`src/verilog/tpc_pkg.sv`:
```
// Constants shared by the test pattern control register bank.
// Assumes a single clock domain and 16-bit word-addressed registers.
package tpc_pkg;

	localparam int DATA_W = 16;
	localparam int ADDR_W = 4;

	// Word addresses
	localparam logic [3:0] ADDR_RUN_CONTROL = 4'h0;
	localparam logic [3:0] ADDR_RUN_STATE = 4'h1;
	localparam logic [3:0] ADDR_IRQ_UNUSED = 4'h2;
	localparam logic [3:0] ADDR_RESERVED = 4'h3;
	localparam logic [3:0] ADDR_FRAME_WIDTH = 4'h4;
	localparam logic [3:0] ADDR_FRAME_HEIGHT = 4'h5;
	localparam logic [3:0] ADDR_SCAN_TYPE = 4'h6;
	localparam logic [3:0] ADDR_PATTERN_INDEX = 4'h7;
	localparam logic [3:0] ADDR_UNIFORM_PLANE0 = 4'h8;
	localparam logic [3:0] ADDR_UNIFORM_PLANE1 = 4'h9;
	localparam logic [3:0] ADDR_UNIFORM_PLANE2 = 4'hA;

	// Field positions
	localparam int RUN_ENABLE_BIT = 0;
	localparam int BORDER_BIT = 1;
	localparam int BUSY_BIT = 0;

	// Scan type codes
	localparam logic [1:0] SCAN_PROGRESSIVE = 2'h0;
	localparam logic [1:0] SCAN_EVEN_FIRST = 2'h1;
	localparam logic [1:0] SCAN_ODD_FIRST = 2'h2;

	// Field kind carried by each control packet
	localparam logic [1:0] FIELD_PROGRESSIVE = 2'h0;
	localparam logic [1:0] FIELD_EVEN = 2'h1;
	localparam logic [1:0] FIELD_ODD = 2'h2;

	// Reset values
	localparam logic [15:0] RESET_WIDTH = 16'h0780;
	localparam logic [15:0] RESET_HEIGHT = 16'h0438;
	localparam logic [15:0] RESET_SCAN = 16'h0000;
	localparam logic [15:0] RESET_PATTERN = 16'h0000;
	localparam logic [15:0] RESET_PLANE = 16'h0010;
	localparam logic RESET_BORDER = 1'b0;

	// Width of the frame snapshot word
	localparam int SNAP_W = 6 * DATA_W + 1;

	typedef enum logic [1:0] {
		TPC_GAP = 2'b00,
		TPC_CTRL = 2'b01,
		TPC_DATA = 2'b10
	} tpc_state_e;

endpackage

```
`src/verilog/tpc_regs.sv`:
```
// Run-time control register bank and frame-start sequencer for a test pattern generator.
// Assumes a same-clock software port and a same-clock downstream packet consumer and pattern engine.
`timescale 1ns/10ps

// Overview of operation
// [RL1] Sixteen-bit registers selected by word address
// [RL2] Snapshot all controls once per frame start
// [RL3] Live writes never disturb the running frame
// [RL4] Control packet precedes each image data packet
// [RL5] Interlaced: sample once, packet every field
// [RL6] Run enable low halts before next sampling
// [RL7] Run enable resets per run-time control option
// [RL8] Border bit one, resets off, others unused
// [RL9] Busy status high during frame, low between
// [RL10] Software keeps width and height in range
// [RL11] Scan code: progressive, even first, odd first
// [RL12] Pattern index value selects configuration directly
// [RL13] Three uniform plane values at eight to ten
// [RL14] Reduced readback hides written values
// [RL15] Unused locations ignore writes, read zero
module tpc_regs #(
	parameter bit RUNTIME_CTRL = 1'b1,
	parameter bit REDUCED_READBACK = 1'b0,
	parameter logic [15:0] MAX_WIDTH = tpc_pkg::RESET_WIDTH,
	parameter logic [15:0] MAX_HEIGHT = tpc_pkg::RESET_HEIGHT,
	parameter logic [15:0] DEFAULT_SCAN = tpc_pkg::RESET_SCAN,
	parameter logic DEFAULT_BORDER = tpc_pkg::RESET_BORDER,
	parameter logic [15:0] DEFAULT_PLANE0 = tpc_pkg::RESET_PLANE,
	parameter logic [15:0] DEFAULT_PLANE1 = tpc_pkg::RESET_PLANE,
	parameter logic [15:0] DEFAULT_PLANE2 = tpc_pkg::RESET_PLANE
) (
	// Clock and reset
	input wire logic mclk,
	input wire logic sys_rst,
	// Register port
	input wire logic [tpc_pkg::ADDR_W-1:0] reg_addr,
	input wire logic reg_wr,
	input wire logic [tpc_pkg::DATA_W-1:0] reg_wdata,
	input wire logic reg_rd,
	output logic [tpc_pkg::DATA_W-1:0] reg_rdata,
	output logic reg_rvalid,
	// Control packet to downstream
	output logic pkt_valid,
	input wire logic pkt_ready,
	output logic [15:0] pkt_width,
	output logic [15:0] pkt_height,
	output logic [1:0] pkt_field,
	// Image data packet handshake with the pattern engine
	output logic img_active,
	input wire logic img_done,
	// Frame settings held for the pattern engine
	output logic [15:0] cur_pattern_index,
	output logic cur_border,
	output logic [15:0] cur_plane0,
	output logic [15:0] cur_plane1,
	output logic [15:0] cur_plane2
);

	localparam logic RESET_RUN = !RUNTIME_CTRL;
	localparam logic [tpc_pkg::SNAP_W-1:0] SNAP_INIT = {DEFAULT_BORDER, tpc_pkg::RESET_PATTERN,
		DEFAULT_PLANE0, DEFAULT_PLANE1, DEFAULT_PLANE2, MAX_WIDTH, MAX_HEIGHT};

	// Live register values
	logic run_enable_reg;
	logic border_reg;
	logic [15:0] frame_width_reg;
	logic [15:0] frame_height_reg;
	logic [15:0] scan_type_reg;
	logic [15:0] pattern_index_reg;
	logic [15:0] uniform_plane0_reg;
	logic [15:0] uniform_plane1_reg;
	logic [15:0] uniform_plane2_reg;

	// Sequencer state
	tpc_pkg::tpc_state_e state_reg;
	logic second_field_reg;
	logic interlaced_reg;
	logic odd_first_reg;
	logic busy_reg;
	logic [15:0] rdata_next;

	logic sample_now;
	logic wr_ok;
	logic [tpc_pkg::SNAP_W-1:0] snap_q;

	// Scan codes other than the two interlaced ones are treated as progressive
	function automatic logic scan_is_interlaced(input logic [15:0] code);
		scan_is_interlaced = (code[1:0] == tpc_pkg::SCAN_EVEN_FIRST || code[1:0] == tpc_pkg::SCAN_ODD_FIRST)
			&& (code[15:2] == 14'h0000);
	endfunction

	// Without run-time control the bank is fixed at its defaults
	assign wr_ok = reg_wr && RUNTIME_CTRL;
	// Sampling happens only in the gap and only while running
	assign sample_now = (state_reg == tpc_pkg::TPC_GAP) && run_enable_reg; // [RL6]

	always_ff @(posedge mclk) begin
		if (sys_rst) begin
			run_enable_reg <= RESET_RUN; // [RL7]
			border_reg <= DEFAULT_BORDER; // [RL8]
		end else if (wr_ok && reg_addr == tpc_pkg::ADDR_RUN_CONTROL) begin
			run_enable_reg <= reg_wdata[tpc_pkg::RUN_ENABLE_BIT]; // [RL6]
			border_reg <= reg_wdata[tpc_pkg::BORDER_BIT]; // [RL8]
		end
	end

	// Writes land in the live set at any time; the frame uses the snapshot
	always_ff @(posedge mclk) begin
		if (sys_rst) begin
			frame_width_reg <= MAX_WIDTH;
			frame_height_reg <= MAX_HEIGHT;
			scan_type_reg <= DEFAULT_SCAN;
			pattern_index_reg <= tpc_pkg::RESET_PATTERN;
			uniform_plane0_reg <= DEFAULT_PLANE0;
			uniform_plane1_reg <= DEFAULT_PLANE1;
			uniform_plane2_reg <= DEFAULT_PLANE2;
		end else if (wr_ok) begin // [RL3]
			unique case (reg_addr)
				tpc_pkg::ADDR_FRAME_WIDTH: begin
					frame_width_reg <= reg_wdata; // [RL1]
				end
				tpc_pkg::ADDR_FRAME_HEIGHT: begin
					frame_height_reg <= reg_wdata;
				end
				tpc_pkg::ADDR_SCAN_TYPE: begin
					scan_type_reg <= reg_wdata; // [RL11]
				end
				tpc_pkg::ADDR_PATTERN_INDEX: begin
					pattern_index_reg <= reg_wdata; // [RL12]
				end
				tpc_pkg::ADDR_UNIFORM_PLANE0: begin
					uniform_plane0_reg <= reg_wdata; // [RL13]
				end
				tpc_pkg::ADDR_UNIFORM_PLANE1: begin
					uniform_plane1_reg <= reg_wdata; // [RL13]
				end
				tpc_pkg::ADDR_UNIFORM_PLANE2: begin
					uniform_plane2_reg <= reg_wdata; // [RL13]
				end
				default: begin
					// Unused, reserved and unmapped words take no write
				end // [RL15]
			endcase
		end
	end

	// Whole control set captured in one edge at frame start
	tpc_snapshot #(
		.W(tpc_pkg::SNAP_W),
		.INIT(SNAP_INIT)
	) u_snapshot (
		.mclk(mclk),
		.sys_rst(sys_rst),
		.load(sample_now), // [RL2]
		.d({border_reg, pattern_index_reg, uniform_plane0_reg, uniform_plane1_reg, uniform_plane2_reg,
			frame_width_reg, frame_height_reg}),
		.q(snap_q)
	);

	assign cur_border = snap_q[tpc_pkg::SNAP_W-1];
	assign cur_pattern_index = snap_q[95:80];
	assign cur_plane0 = snap_q[79:64];
	assign cur_plane1 = snap_q[63:48];
	assign cur_plane2 = snap_q[47:32];

	// Frame sequencer
	always_ff @(posedge mclk) begin
		if (sys_rst) begin
			state_reg <= tpc_pkg::TPC_GAP;
			second_field_reg <= 1'b0;
		end else begin
			unique case (state_reg)
				tpc_pkg::TPC_GAP: begin
					if (sample_now) begin
						state_reg <= tpc_pkg::TPC_CTRL; // [RL4]
						second_field_reg <= 1'b0;
					end
				end
				tpc_pkg::TPC_CTRL: begin
					if (pkt_ready) begin
						state_reg <= tpc_pkg::TPC_DATA;
					end
				end
				tpc_pkg::TPC_DATA: begin
					if (img_done) begin
						if (interlaced_reg && !second_field_reg) begin
							// Second field gets its own packet but no new sample
							state_reg <= tpc_pkg::TPC_CTRL; // [RL5]
							second_field_reg <= 1'b1;
						end else begin
							state_reg <= tpc_pkg::TPC_GAP;
						end
					end
				end
				default: begin
					state_reg <= tpc_pkg::TPC_GAP;
				end
			endcase
		end
	end

	// Scan settings for this frame, fixed at sampling
	always_ff @(posedge mclk) begin
		if (sys_rst) begin
			interlaced_reg <= 1'b0;
			odd_first_reg <= 1'b0;
		end else if (sample_now) begin
			interlaced_reg <= scan_is_interlaced(scan_type_reg); // [RL11]
			odd_first_reg <= scan_type_reg[1:0] == tpc_pkg::SCAN_ODD_FIRST;
		end
	end

	// Control packet contents, loaded at sampling; the second field packet reloads only the field kind
	always_ff @(posedge mclk) begin
		if (sys_rst) begin
			pkt_valid <= 1'b0;
			pkt_width <= MAX_WIDTH;
			pkt_height <= MAX_HEIGHT;
			pkt_field <= tpc_pkg::FIELD_PROGRESSIVE;
		end else if (sample_now) begin
			pkt_valid <= 1'b1; // [RL4]
			pkt_width <= frame_width_reg;
			// A field carries half the progressive height
			pkt_height <= scan_is_interlaced(scan_type_reg) ? {1'b0, frame_height_reg[15:1]} : frame_height_reg;
			if (!scan_is_interlaced(scan_type_reg)) begin
				pkt_field <= tpc_pkg::FIELD_PROGRESSIVE;
			end else if (scan_type_reg[1:0] == tpc_pkg::SCAN_ODD_FIRST) begin
				pkt_field <= tpc_pkg::FIELD_ODD;
			end else begin
				pkt_field <= tpc_pkg::FIELD_EVEN;
			end
		end else if (state_reg == tpc_pkg::TPC_DATA && img_done && interlaced_reg && !second_field_reg) begin
			pkt_valid <= 1'b1; // [RL5]
			pkt_field <= odd_first_reg ? tpc_pkg::FIELD_EVEN : tpc_pkg::FIELD_ODD;
		end else if (state_reg == tpc_pkg::TPC_CTRL && pkt_ready) begin
			pkt_valid <= 1'b0;
		end
	end

	// Image packet window and busy flag
	always_ff @(posedge mclk) begin
		if (sys_rst) begin
			img_active <= 1'b0;
			busy_reg <= 1'b0;
		end else begin
			if (state_reg == tpc_pkg::TPC_CTRL && pkt_ready) begin
				img_active <= 1'b1;
			end else if (state_reg == tpc_pkg::TPC_DATA && img_done) begin
				img_active <= 1'b0;
			end
			if (sample_now) begin
				busy_reg <= 1'b1; // [RL9]
			end else if (state_reg == tpc_pkg::TPC_DATA && img_done && !(interlaced_reg && !second_field_reg)) begin
				busy_reg <= 1'b0; // [RL9]
			end
		end
	end

	// Read mux; reduced readback still reports the busy flag
	always_comb begin
		rdata_next = 16'h0000;
		unique case (reg_addr)
			tpc_pkg::ADDR_RUN_STATE: begin
				rdata_next[tpc_pkg::BUSY_BIT] = busy_reg; // [RL9]
			end
			tpc_pkg::ADDR_RUN_CONTROL: begin
				rdata_next[tpc_pkg::RUN_ENABLE_BIT] = run_enable_reg;
				rdata_next[tpc_pkg::BORDER_BIT] = border_reg;
			end
			tpc_pkg::ADDR_FRAME_WIDTH: begin
				rdata_next = frame_width_reg;
			end
			tpc_pkg::ADDR_FRAME_HEIGHT: begin
				rdata_next = frame_height_reg;
			end
			tpc_pkg::ADDR_SCAN_TYPE: begin
				rdata_next = scan_type_reg;
			end
			tpc_pkg::ADDR_PATTERN_INDEX: begin
				rdata_next = pattern_index_reg;
			end
			tpc_pkg::ADDR_UNIFORM_PLANE0: begin
				rdata_next = uniform_plane0_reg;
			end
			tpc_pkg::ADDR_UNIFORM_PLANE1: begin
				rdata_next = uniform_plane1_reg;
			end
			tpc_pkg::ADDR_UNIFORM_PLANE2: begin
				rdata_next = uniform_plane2_reg;
			end
			default: begin
				rdata_next = 16'h0000; // [RL15]
			end
		endcase
		if (REDUCED_READBACK && reg_addr != tpc_pkg::ADDR_RUN_STATE) begin
			rdata_next = 16'h0000; // [RL14]
		end
	end

	always_ff @(posedge mclk) begin
		if (sys_rst) begin
			reg_rdata <= 16'h0000;
			reg_rvalid <= 1'b0;
		end else begin
			reg_rvalid <= reg_rd;
			if (reg_rd) begin
				reg_rdata <= rdata_next; // [RL14]
			end
		end
	end

endmodule // tpc_regs

```
`src/verilog/tpc_snapshot.sv`:
```
// Holds the per-frame copy of the control registers.
// Assumes load is a one-cycle strobe from the frame sequencer.
`timescale 1ns/10ps
module tpc_snapshot #(
	parameter int W = 8,
	parameter logic [W-1:0] INIT = '0
) (
	// Clock and reset
	input wire logic mclk,
	input wire logic sys_rst,
	// Capture
	input wire logic load,
	input wire logic [W-1:0] d,
	// Held copy
	output logic [W-1:0] q
);

	always_ff @(posedge mclk) begin
		if (sys_rst) begin
			q <= INIT;
		end else if (load) begin
			q <= d;
		end
	end

endmodule // tpc_snapshot

```
`config.mk`:
```
export PLATFORM = sky130hd
export DESIGN_NAME = tpc_regs
export DESIGN_NICKNAME = d
export VERILOG_FILES = /design/src/verilog/tpc_pkg.sv /design/src/verilog/tpc_regs.sv /design/src/verilog/tpc_snapshot.sv
export SDC_FILE = /design/constraint.sdc
export NUM_CORES = 1
export LEC_CHECK = 0
export BUFFER_PORTS_ARGS = -buffer_cell sky130_fd_sc_hd__buf_2
export CORE_ASPECT_RATIO = 0.9
export CORE_UTILIZATION = 52
export CTS_CLUSTER_DIAMETER = 100
export DETAILED_ROUTE_END_ITERATION = 8
export GPL_ROUTABILITY_DRIVEN = 1
export PLACE_DENSITY = 0.76
export SYNTH_ARGS = -nofsm -noshare
export SYNTH_HDL_FRONTEND = slang
export SYNTH_HIERARCHICAL = 1
export SYNTH_SLANG_ARGS = --single-unit
```
`constraint.sdc`:
```
create_clock -name mclk -period 2.15 [get_ports mclk]
set_clock_uncertainty 0.1 [all_clocks]
set_input_delay 0.43 -clock mclk [delete_from_list [all_inputs] [get_ports mclk]]
set_output_delay 0.43 -clock mclk [all_outputs]
set_load 0.03 [all_outputs]
```
==> Word level (Yosys, flattened, before mapping) <==
Index checks and enable logic that the tools add are counted.
{ "op_classes": {"n_eq_ne": 16, "mux": 25, "reduce_logical": 29} }
{ "op_table": {"columns": ["op", "n"], "rows": [
  ["$pmux 14 s7", 1],
  ["$eq 4x3->1 const B", 4],
  ["$mux 16", 1],
  ["$mux 2", 8],
  ["$logic_not 14->1", 1],
  ["$reduce_and 2->1", 7],
  ["$eq 4x4->1 const B", 3],
  ["$mux 1", 11],
  ["$logic_and 1x1->1", 9],
  ["$pmux 1 s9", 1],
  ["$pmux 1 s8", 1],
  ["$reduce_bool 2->1", 4],
  ["$ne 2x2->1 const B", 3],
  ["$pmux 2 s3", 1],
  ["$eq 2x1->1 const B", 2],
  ["$eq 2x2->1 const B", 2],
  ["$eq 4x1->1 const B", 1],
  ["$logic_not 4->1", 1],
  ["$reduce_and 4->1", 1],
  ["$reduce_and 3->1", 1],
  ["$reduce_bool 3->1", 1],
  ["$logic_not 1->1", 2],
  ["$logic_not 2->1", 1],
  ["$ne 2x1->1 const B", 1],
  ["2 further kinds", 2]
]} }
{ "word_totals": {"reg_bits": 270, "in_bits": 26, "elab_cells": 92} }

==> Logic depth before layout (Yosys ltp) <==
Gate-level depths: netlist of run 1.
{ "depth": {"word_depth": 6, "ltp_mapped": 9} }

==> Hierarchy <==
The synthesis of run 1 kept the hierarchy.
{ "modules_own_cells": {"columns": ["module", "n_inst", "cells_each", "area_each_um2", "seq_area_each_um2"], "rows": [
  ["tpc_regs", 1, 893, 7364.6, 3463.3],
  ["tpc_snapshot", 1, 314, 3568.4, 1941.9]
]} }

==> Least setup slack after synthesis of run 1 <==
OpenSTA, ideal clock, no wires.
{ "synth_timing": {"path_kind": "register to register", "from": "register state_reg[1]", "to": "register u_snapshot.q[32]", "setup_ps": 128, "arrival_time_ps": 1786, "required_time_ps": 1922, "slack_ps": 136, "path_stages_with_launch": 10, "path_buffers": 5, "synth_period_minus_slack_ps": 2014, "cell_sequence": "dfxtp_1 > or3b_4 > inv_2 > buf_4 > buf_2 > buf_6 > buf_12 > buf_12 > mux2i_1 > nor2_1"} }
{ "synth_between": {"elab_chain_len": 2} }
{ "synth_lines": {"columns": ["element", "line_no", "text"], "rows": [
  ["start: declaration", "tpc_regs.sv:75", "tpc_pkg::tpc_state_e state_reg;"],
  ["start signal: assignment", "tpc_regs.sv:169", "state_reg <= tpc_pkg::TPC_GAP;"],
  ["start signal: assignment", "tpc_regs.sv:175", "state_reg <= tpc_pkg::TPC_CTRL;"],
  ["start signal: assignment", "tpc_regs.sv:181", "state_reg <= tpc_pkg::TPC_DATA;"],
  ["$logic_not 2->1", "tpc_regs.sv:95", "assign sample_now = (state_reg == tpc_pkg::TPC_GAP) && run_enable_reg;"],
  ["$logic_and 1x1->1", "tpc_regs.sv:95", null],
  ["named net sample_now", "tpc_regs.sv:82", "logic sample_now;"],
  ["end signal: assignment", "tpc_snapshot.sv:20", "q <= INIT;"],
  ["end signal: assignment", "tpc_snapshot.sv:22", "q <= d;"],
  ["end: declaration", "tpc_snapshot.sv:15", "output logic [W-1:0] q"]
]} }
The timed path passes the listed nets, and every way through them passes these cells.
A chain may end at the register's enable or synchronous reset.

==> Worst setup path after layout of run 1 <==
{ "layout_timing": {"from": "register scan_type_reg[0]", "to": "register pkt_height[0]"} }
{ "layout_between": {"elab_chain_len": 4, "elab_cells_between_ends": 5, "cone_classes": "eq/ne: 2; mux: 1; reduce/logical: 2"} }
{ "layout_lines": {"columns": ["element", "line_no", "text"], "rows": [
  ["start: declaration", "tpc_regs.sv:68", "logic [15:0] scan_type_reg;"],
  ["start signal: assignment", "tpc_regs.sv:126", "scan_type_reg <= reg_wdata;"],
  ["$eq 2x1->1 or $eq 2x2->1 (tied branches)", "tpc_regs.sv:88", "scan_is_interlaced = (code[1:0] == tpc_pkg::SCAN_EVEN_FIRST || code[1:0] == tpc_pkg::SCAN_ODD_FIRST)"],
  ["$logic_or 1x1->1 (*)", "tpc_regs.sv:88", null],
  ["$logic_and 1x1->1 (*)", "tpc_regs.sv:89", "&& (code[15:2] == 14'h0000);"],
  ["$mux 16 (*)", "tpc_regs.sv:224", "pkt_height <= scan_is_interlaced(scan_type_reg) ? {1'b0, frame_height_reg[15:1]} : frame_height_reg;"],
  ["end signal: assignment", "tpc_regs.sv:224", null],
  ["end: declaration", "tpc_regs.sv:46", "output logic [15:0] pkt_height,"]
]} }
Mark *: on every way between the ends. The rest lies on a longest branch, timed or not.

==> results.txt, run 1 <==
drt drc -> 0
hold_sp -> reg_addr[2]
Static Leakage -> 4.45 nW
slowest CP cell -> dfxtp_1
Synth Cell Area -> 9810 µm²
vias per std cell -> 5.73
Reg-to-Reg End -> pkt_height[0]
Max VDD drop -> 661 µV
CTS clk-pin slew, worst paths -> 0.07 ns
Post-CTS Hold Buffers -> 0
Hold Slack -> 0.154 ns
placed cells -> 1441
GR Util All Layers -> 29.0%
area grow syn2layout -> 16.2%
Fillers -> 1568
Post-DP Area -> 10600 µm²
Worst Hold Path EP -> reg_rdata[0]
Post-Syn Area per Cell -> 8.85 µm²
Power Density -> 821 nW/µm²
worst-skew pair later-pin latency -> 0.52 ns
CP endpoint kind -> flip-flop
total congestion overflow -> 0
H-tree levels -> 1
synthesized instance count -> 1108
relative slew slack -> 63.2%
CP Class -> reg -> reg
crit-path max FO -> 23
DRT antenna net count -> 0
Slew @ Worst Pin -> 0.546 ns
critical path's largest stage delay -> 0.35 ns
crit start category -> flip-flop
Crit. Startpoint -> scan_type_reg[0]
CP arrival -> 2.22 ns
die footprint -> 19400 µm²
IO Count -> 144
vias in the first global route -> 7570
Yosys warnings -> 6
# clock sinks -> 238
drt wl/cell -> 19.4 µm
CTS tree -> built
DRT iter0 DRCs -> 821
initial core utilization -> 53.3%
final setup fails -> 0
WP data required -> 2.43 ns
Fin. Hold Viols -> 0
nets -> 1249
final setup TNS -> 0 ns
Slew Viols, Final -> 0
Post-CTS Setup Repair Bufs -> 0
Cell Rows -> 47
setup slack after layout -> 0.205 ns
Syn Nets -> 1135
Final period util -> 90.4%
reg2reg path depth -> 7
share of post-route cells with drive strength above 1 -> 19.1%
Fmax -> 514 MHz
Worst R2R Setup Slack -> 0.21 ns
max reg flops -> 65
Die Y -> 132 µm
CP cell instances -> inv_1 > ha_1 > nor4_1 > nand4_1 > buf_4 > mux2i_1 > a211oi_1
DR vias -> 8505
post_cts resized -> 0
Root Buffer -> clkbuf_16
Worst Hold Class -> in -> reg
non-filler instance count after layout -> 1483
ant diodes -> 0
GP Congestion -> 0.963
CTS Buf Count -> 24
Hold Path Stages -> 2
post-route cell area -> 11400 µm²
Routed WL -> 28.8 mm
Port-buffer cells -> 143
status -> completed
Tmin final -> 1.94 ns
Die Span X -> 147 µm
pin count of the biggest net entering global routing -> 123
core area -> 18400 µm²
maxcap violations -> 0
first-pass GRT wire length -> 43.4 mm
HPWL Detailed -> 19.9 mm
DRT Pass-1 Iters -> 6
Clock Path Buffers -> 3
initial antenna violation count -> 0
Setup WS pre-CTS -> 0.0423 ns
RSZ-0062 raised after global routing -> false
worst reg2reg startpoint -> scan_type_reg[0]
Biggest register -> u_snapshot/q
worst max path at each step:
| stage | slack, ns | to | cells after the start |
|---|---|---|---|
| 2_1_floorplan | 0.17 | u_snapshot/q[33] | 9 |
| 4_1_cts | 0.23 | pkt_height[0] | 7 |
| 3_5_place_dp | 0.04 | reg_rdata[1] | 5 |
| 3_3_place_gp | 0.008 | reg_rdata[1] | 5 |
| 5_1_grt | 0.13 | pkt_height[1] | 7 |
| 6_report | 0.21 | pkt_height[0] | 7 |
per-stage QoR:
stage	util [%]	total power [mW]
after global routing	61.9	9.59
final	61.9	9.36
after CTS	61.9	9.38
after global placement	57.4	5.08
after detailed placement	57.4	5.08
after floorplan	-	4.89
cell type report:
cell class	count	area [µm²]	area share, %
clock inverters	11	141	1.24
well taps	245	307	2.69
repair buffers	181	1110	9.72
flip-flops and latches	238	4760	41.8
clock buffers	31	688	6.04
multi-input cells	769	4350	38.2
inverters	8	32.5	0.285
worst max-delay path, delay by kind of cell (launching register included):
| family | cells | cell delay [ns] |
|---|---|---|
| flip-flops | 1 | 0.35 |
| multiplexers | 1 | 0.32 |
| buffers and inverters | 2 | 0.31 |
| adder cells (fa/ha/maj) | 1 | 0.30 |
| AND/OR/NAND/NOR | 2 | 0.30 |
| AO/OA/AOI/OAI | 1 | 0.12 |
layer usage:
layer	part of all wire (%)	global-route usage [%]
met1	44	41.7
met2	43	42.8
met3	9.6	5.95
met4	3.2	10.3
met5	0	0
report_power, final:
group          internal (mW)  total [mW]  switching (mW)
clock                   2.62        4.36            1.75
sequential              4.45        4.49          0.0424
combinational          0.150       0.502           0.353
cells in the final DEF, fill, tap and decap left out, types with 2 or more instances in the layout:
cell type,n
a221oi_1,8
nor4_1,6
mux4_2,4
clkbuf_1,2
a22oi_1,5
nor2b_1,9
clkinvlp_4,3
a21boi_0,2
nor2b_4,2
a211o_1,3
o221a_2,2
a22o_1,4
a32o_1,4
nand3_1,12
o31ai_1,2
mux2i_1,93
and3_1,10
bufinv_16,3
a21oi_1,126
o2bb2ai_1,12
a311oi_1,2
nor3_1,17
dfxtp_1,238
mux2_2,3
nand2b_1,5
clkinv_2,4
buf_4,30
nand2_1,275
clkbuf_16,25
o21ai_0,12
inv_1,6
a32oi_1,13
or3_1,2
nand3b_1,15
buf_2,142
buf_12,8
a211oi_1,15
nor2_1,90
clkbuf_8,4
Note: power is estimated with default switching activity, not from simulation.
==> run 2, diff against run 1 <==
- BUFFER_PORTS_ARGS: -buffer_cell sky130_fd_sc_hd__buf_2 -> -buffer_cell sky130_fd_sc_hd__buf_4
- GPL_TIMING_DRIVEN: unset -> 0
==> results.txt, run 2 (same netlist as run 1, synthesis figures left out) <==
status -> completed
crit-path max FO -> 10 (-57%)
slowest CP cell -> dfxtp_1
CP cell instances -> inv_1 > ha_1 > nor4_1 > nand4_1 > buf_4 > mux2i_1 > a211oi_1
Power Density -> 763 nW/µm² (-7.1%)
Switch Pwr -> 2.16 mW (+0.82%)
HPWL Detailed -> 24.0 mm (+20%)
GR Util All Layers -> 33.2% (+4.2 points)
initial antenna violation count -> 0 (unchanged)
critical path's largest stage delay -> 0.35 ns (about the same)
Clock Path Buffers -> 3 (unchanged)
Fillers -> 1568 (unchanged)
nets -> 1301 (+4.2%)
worst-skew pair later-pin latency -> 0.52 ns (about the same)
post-layout util -> 64.7% (+2.8 points)
die footprint -> 19400 µm² (unchanged)
worst reg2reg startpoint -> scan_type_reg[0]
Worst Hold Class -> in -> reg
CP Class -> reg -> reg
Max VDD drop -> 606 µV (-8.3%)
DRT iter0 DRCs -> 943 (+15%)
vias in the first global route -> 8285 (+9.4%)
sw frac -> 23.7% (+0.87 points)
Static Leakage -> 4.59 nW (+3.0%)
Routed WL -> 32.7 mm (+14%)
Die Y -> 132 µm (unchanged)
core area -> 18400 µm² (unchanged)
Slew @ Worst Pin -> 0.762 ns (+0.217 ns)
Final period util -> 96.4% (+5.9 points)
drt wl/cell -> 21.3 µm (+9.7%)
# clock sinks -> 238 (unchanged)
Fmax -> 483 MHz (-6.2%)
GP Congestion -> 0.981 (+1.8%)
Fin. Hold Viols -> 0 (unchanged)
Power, Total -> 9.09 mW (-2.9%)
Worst R2R Setup Slack -> 0.08 ns (-0.13 ns)
first-pass GRT wire length -> 49.1 mm (+13%)
most frequent cells in the layout -> 275 x nand2_1, 238 x dfxtp_1, 156 x buf_4
Logic pwr share -> 6.4% (+1.0 points)
RSZ-0062 raised after global routing -> false
pin count of the biggest net entering global routing -> 20 (-84%)
CTS tree -> built
relative slew slack -> 49.2% (-14 points)
maxcap violations -> 0 (unchanged)
Die Span X -> 147 µm (unchanged)
H-tree levels -> 1 (unchanged)
Setup WS pre-CTS -> -0.155 ns (-0.197 ns)
DRT Pass-1 Iters -> 5 (-1)
drt drc -> 0 (unchanged)
CTS clk-pin slew, worst paths -> 0.07 ns (about the same)
initial core utilization -> 53.3% (unchanged)
CP arrival -> 2.34 ns (+0.12 ns)
Cell Rows -> 47 (unchanged)
Root Buffer -> clkbuf_16
IO Count -> 144 (unchanged)
DRT antenna net count -> 0 (unchanged)
area grow syn2layout -> 21.5%
setup slack after layout -> 0.0777 ns (-0.128 ns)
Biggest register -> u_snapshot/q
crit start category -> flip-flop
hold_sp -> reg_addr[2]
Port-buffer cells -> 140 (-2.1%)
Hold Slack -> 0.0928 ns (-0.0609 ns)
Worst Hold Path EP -> reg_rdata[0]
Reg-to-Reg End -> pkt_height[2]
reg2reg path depth -> 7 (unchanged)
vias per std cell -> 5.88 (+2.6%)
Slew Viols, Final -> 0 (unchanged)
WP data required -> 2.42 ns (about the same)
total congestion overflow -> 0 (unchanged)
sequential share of power -> 49.5% (+1.5 points)
Tmin final -> 2.07 ns (+0.128 ns)
Clock power frac -> 44.1% (-2.5 points)
share of post-route cells with drive strength above 1 -> 19.8% (+0.65 points)
max reg flops -> 65 (unchanged)
CTS Buf Count -> 24 (unchanged)
internal power -> 6.93 mW (-4.0%)
commonest non-fill, non-tap cell in the layout -> nand2_1
DR vias -> 9023 (+6.1%)
Hold Path Stages -> 2 (unchanged)
CP endpoint kind -> flip-flop
final setup fails -> 0 (unchanged)
## run 2: changes by cell type in the layout (fill, tap and decap cells not counted), sizes merged
cell,previous run,this run
buf,181,202
diode,0,1
clkbuf,31,64
bufinv,3,1
clkinvlp,3,1
## run 2: metrics by stage
step	cells	instance area (µm²)	setup TNS, ns
finish	1534	11900	0
global route	1533	11900	0
CTS	1532	11900	0
detailed placement	1493	11200	-7.25
global placement	1493	11200	-5.13
floorplan	1108	9810	0
## run 2: power groups by stage
stage / sequential (mW) / clock [mW] / combinational [mW]
5_1_grt: 4.49 / 4.21 / 0.603
3_5_place_dp: 4.59 / 0 / 0.558
6_report: 4.50 / 4.01 / 0.581
2_1_floorplan: 4.59 / 0 / 0.298
4_1_cts: 4.49 / 4.03 / 0.560
3_3_place_gp: 4.59 / 0 / 0.553
## run 2: area by class of cell
cell class	instances	area [µm²]	share of cell area [%]
Antenna cell	1	2.50	0.0210
Buffer	92	661	5.54
Clock buffer	33	676	5.67
Clock inverter	7	62.6	0.525
Inverter	8	30.0	0.252
Multi-Input combinational cell	769	4350	36.5
Sequential cell	238	4760	40.0
Tap cell	245	307	2.57
Timing Repair Buffer	141	1060	8.88
## run 2: repair_timing
action                     4_1_cts  5_1_grt
resized for setup                2        1
setup endpoints to repair       63       32
hold buffers                     0        0
cloned                           0        0
buffers inserted                 0        1
pin swaps                        1        1
## run 2: worst max-delay path by stage
| stage | start | to | slack, ns | depth (start not counted) |
|---|---|---|---|---|
| finish | scan_type_reg[0] | pkt_height[2] | 0.08 | 7 |
| CTS | scan_type_reg[0] | pkt_height[0] | 0.03 | 7 |
| floorplan | state_reg[1] | u_snapshot/q[33] | 0.17 | 9 |
| global route | scan_type_reg[0] | pkt_height[1] | 0.01 | 7 |
| detailed placement | sys_rst | uniform_plane2_reg[15] | -0.16 | 5 |
| global placement | sys_rst | odd_first_reg | -0.14 | 5 |
## run 2: critical path, delay by kind of cell, from the launching register on
kind	cells	cell delay (ns)
buf+inv	2	0.32
flops	1	0.35
simple gates	2	0.44
fa+ha+maj	1	0.31
mux	1	0.29
compound gates	1	0.12
## run 2: per-layer routing
metal | GRT usage [%] | vias to the layer above | part of all wire [%]
li1 | - | 4128 | -
met1 | 48.1 | 4316 | 44
met2 | 48.8 | 493 | 43
met3 | 5.50 | 86 | 9.4
met4 | 13.1 | 0 | 3.9
met5 | 0 | - | 0
==> run 3, diff against run 2 <==
- CELL_PAD_IN_SITES_DETAIL_PLACEMENT: unset -> 2
- CELL_PAD_IN_SITES_GLOBAL_PLACEMENT: unset -> 2
- CORE_UTILIZATION: 52 -> 32
- PLACE_DENSITY: 0.76 -> unset
- PLACE_DENSITY_LB_ADDON: unset -> 0.1
==> results.txt, run 3 (same netlist as run 1, synthesis figures left out) <==
status -> completed
Worst Hold Path EP -> reg_rdata[0]
relative slew slack -> 38.4% (-11 points)
Max VDD drop -> 584 µV (-3.7%)
nets -> 1319 (+1.4%)
CP arrival -> 2.38 ns (+0.04 ns)
final setup fails -> 0 (unchanged)
reg2reg path depth -> 9 (+2)
Worst Hold Class -> in -> reg
final setup TNS -> 0 ns (unchanged)
core area -> 30000 µm² (+63%)
Port-buffer cells -> 140 (unchanged)
Worst R2R Setup Slack -> 0.10 ns (+0.02 ns)
first-pass GRT wire length -> 62.0 mm (+26%)
crit-path max FO -> 10 (unchanged)
drt wl/cell -> 24.7 µm (+16%)
Setup WS pre-CTS -> -0.442 ns (-0.287 ns)
DR vias -> 9109 (+0.95%)
worst-skew pair later-pin latency -> 0.55 ns (+0.03 ns)
initial core utilization -> 32.7% (-21 points)
crit start category -> flip-flop
GR Util All Layers -> 26.6% (-6.5 points)
Die Span X -> 187 µm (+27%)
setup slack after layout -> 0.100 ns (+0.0225 ns)
drt drc -> 0 (unchanged)
Routed WL -> 42.4 mm (+30%)
DRT Pass-1 Iters -> 4 (-1)
die footprint -> 31400 µm² (+61%)
maxcap violations -> 0 (unchanged)
commonest non-fill, non-tap cell in the layout -> nand2_1
Cell Rows -> 60 (+28%)
initial antenna violation count -> 1 (+1)
Reg-to-Reg End -> u_snapshot/q[34]
Slew @ Worst Pin -> 0.924 ns (+0.162 ns)
IO Count -> 144 (unchanged)
Fin. Hold Viols -> 0 (unchanged)
post-layout util -> 41.7% (-23 points)
share of post-route cells with drive strength above 1 -> 22.0% (+2.2 points)
Die Y -> 168 µm (+27%)
CTS clk-pin slew, worst paths -> 0.06 ns (about the same)
Hold Path Stages -> 2 (unchanged)
hold_sp -> reg_addr[2]
Final period util -> 95.3% (-1.0 points)
Clock Path Buffers -> 3 (unchanged)
H-tree levels -> 1 (unchanged)
HPWL Detailed -> 31.0 mm (+29%)
DRT antenna net count -> 0 (unchanged)
Root Buffer -> clkbuf_16
CP endpoint kind -> flip-flop
DRT iter0 DRCs -> 636 (-33%)
pin count of the biggest net entering global routing -> 14 (-30%)
non-filler instance count after layout -> 1718 (+12%)
CP Class -> reg -> reg
Biggest register -> u_snapshot/q
Post-CTS Hold Buffers -> 0 (unchanged)
max reg flops -> 65 (unchanged)
Power Density -> 794 nW/µm² (+4.0%)
Fmax -> 488 MHz (+1.1%)
CTS Buf Count -> 28 (+17%)
vias in the first global route -> 9450 (+14%)
total congestion overflow -> 0 (unchanged)
Slew Viols, Final -> 0 (unchanged)
vias per std cell -> 5.30 (-9.9%)
WP data required -> 2.48 ns (+0.06 ns)
worst reg2reg startpoint -> run_enable_reg
Tmin final -> 2.05 ns (-0.0225 ns)
CTS tree -> built
most frequent cells in the layout -> 275 x nand2_1, 234 x dfxtp_1, 165 x buf_4
area grow syn2layout -> 27.6%
placed cells -> 1651 (+11%)
Static Leakage -> 4.77 nW (+3.9%)
GP Congestion -> 0.945 (-3.6%)
# clock sinks -> 238 (unchanged)
==> run 3: cell count changes in the layout (fill, tap and decap cells not counted), sizes merged <==
cell | before | now
clkbuf | 64 | 75
buf | 202 | 212
clkinv | 5 | 7
clkinvlp | 1 | 3
bufinv | 1 | 2
==> run 3: worst max-delay path, stage by stage, from the launching register on <==
cell and delay, ns:
dfxtp_4 0.38, or3b_4 0.41, inv_2 0.10, buf_12 0.13, buf_6 0.12, buf_12 0.15, buf_12 0.15, clkbuf_16 0.15
mux2i_1 0.20, nor2_1 0.05
==> run 3: timing repair <==
| item | in CTS | in global routing |
|---|---|---|
| gates cloned | 0 | 3 |
| pin swaps | 1 | 0 |
| buffers inserted | 2 | 10 |
| gates resized for setup | 12 | 10 |
| endpoints found under the setup margin | 82 | 46 |
==> run 3: final cells by class <==
cell class	instances	area (µm²)
flip-flops and latches	238	4770
clock inverters	12	121
repair buffers	155	1230
inverters	8	30.0
fillers	3389	17500
well taps	403	504
multi-input cells	769	4390
diodes	1	2.50
plain buffers	92	669
clock buffers	40	797
==> run 3: report_power, final <==
part	total [mW]	switching [mW]	leakage, nW	internal, mW
clock	4.81	1.99	0.445	2.82
combinational	0.621	0.434	2.40	0.187
sequential	4.50	0.0529	1.92	4.45
total	9.93	2.48	4.77	7.45
==> run 3: routing by layer <==
metal  track usage, %  share of wire [%]  vias up
li1                 -                  -     4182
met1             37.0                 47     4596
met2             42.9                 45      269
met3             3.96                5.1       62
met4             7.34                2.8        0
met5                0                  0        -
==> run 3: how the worst max path moves through the flow <==
stage                     start                      to  cells after the start
2_1_floorplan      state_reg[1]        u_snapshot/q[33]                      9
3_3_place_gp            sys_rst  uniform_plane1_reg[15]                      5
3_5_place_dp            sys_rst           odd_first_reg                      5
4_1_cts        scan_type_reg[0]          pkt_height[13]                      8
5_1_grt        scan_type_reg[0]          pkt_height[13]                      8
6_report         run_enable_reg        u_snapshot/q[34]                      9
==> run 3: metrics by stage <==
stage	area (µm²)	hold slack [ns]	total power [mW]
after floorplan	9810	0.341	4.89
after global placement	11400	0.347	5.19
after detailed placement	11400	0.356	5.20
after CTS	12300	0.0732	9.99
after global routing	12500	0.106	10.2
final	12500	0.0909	9.93
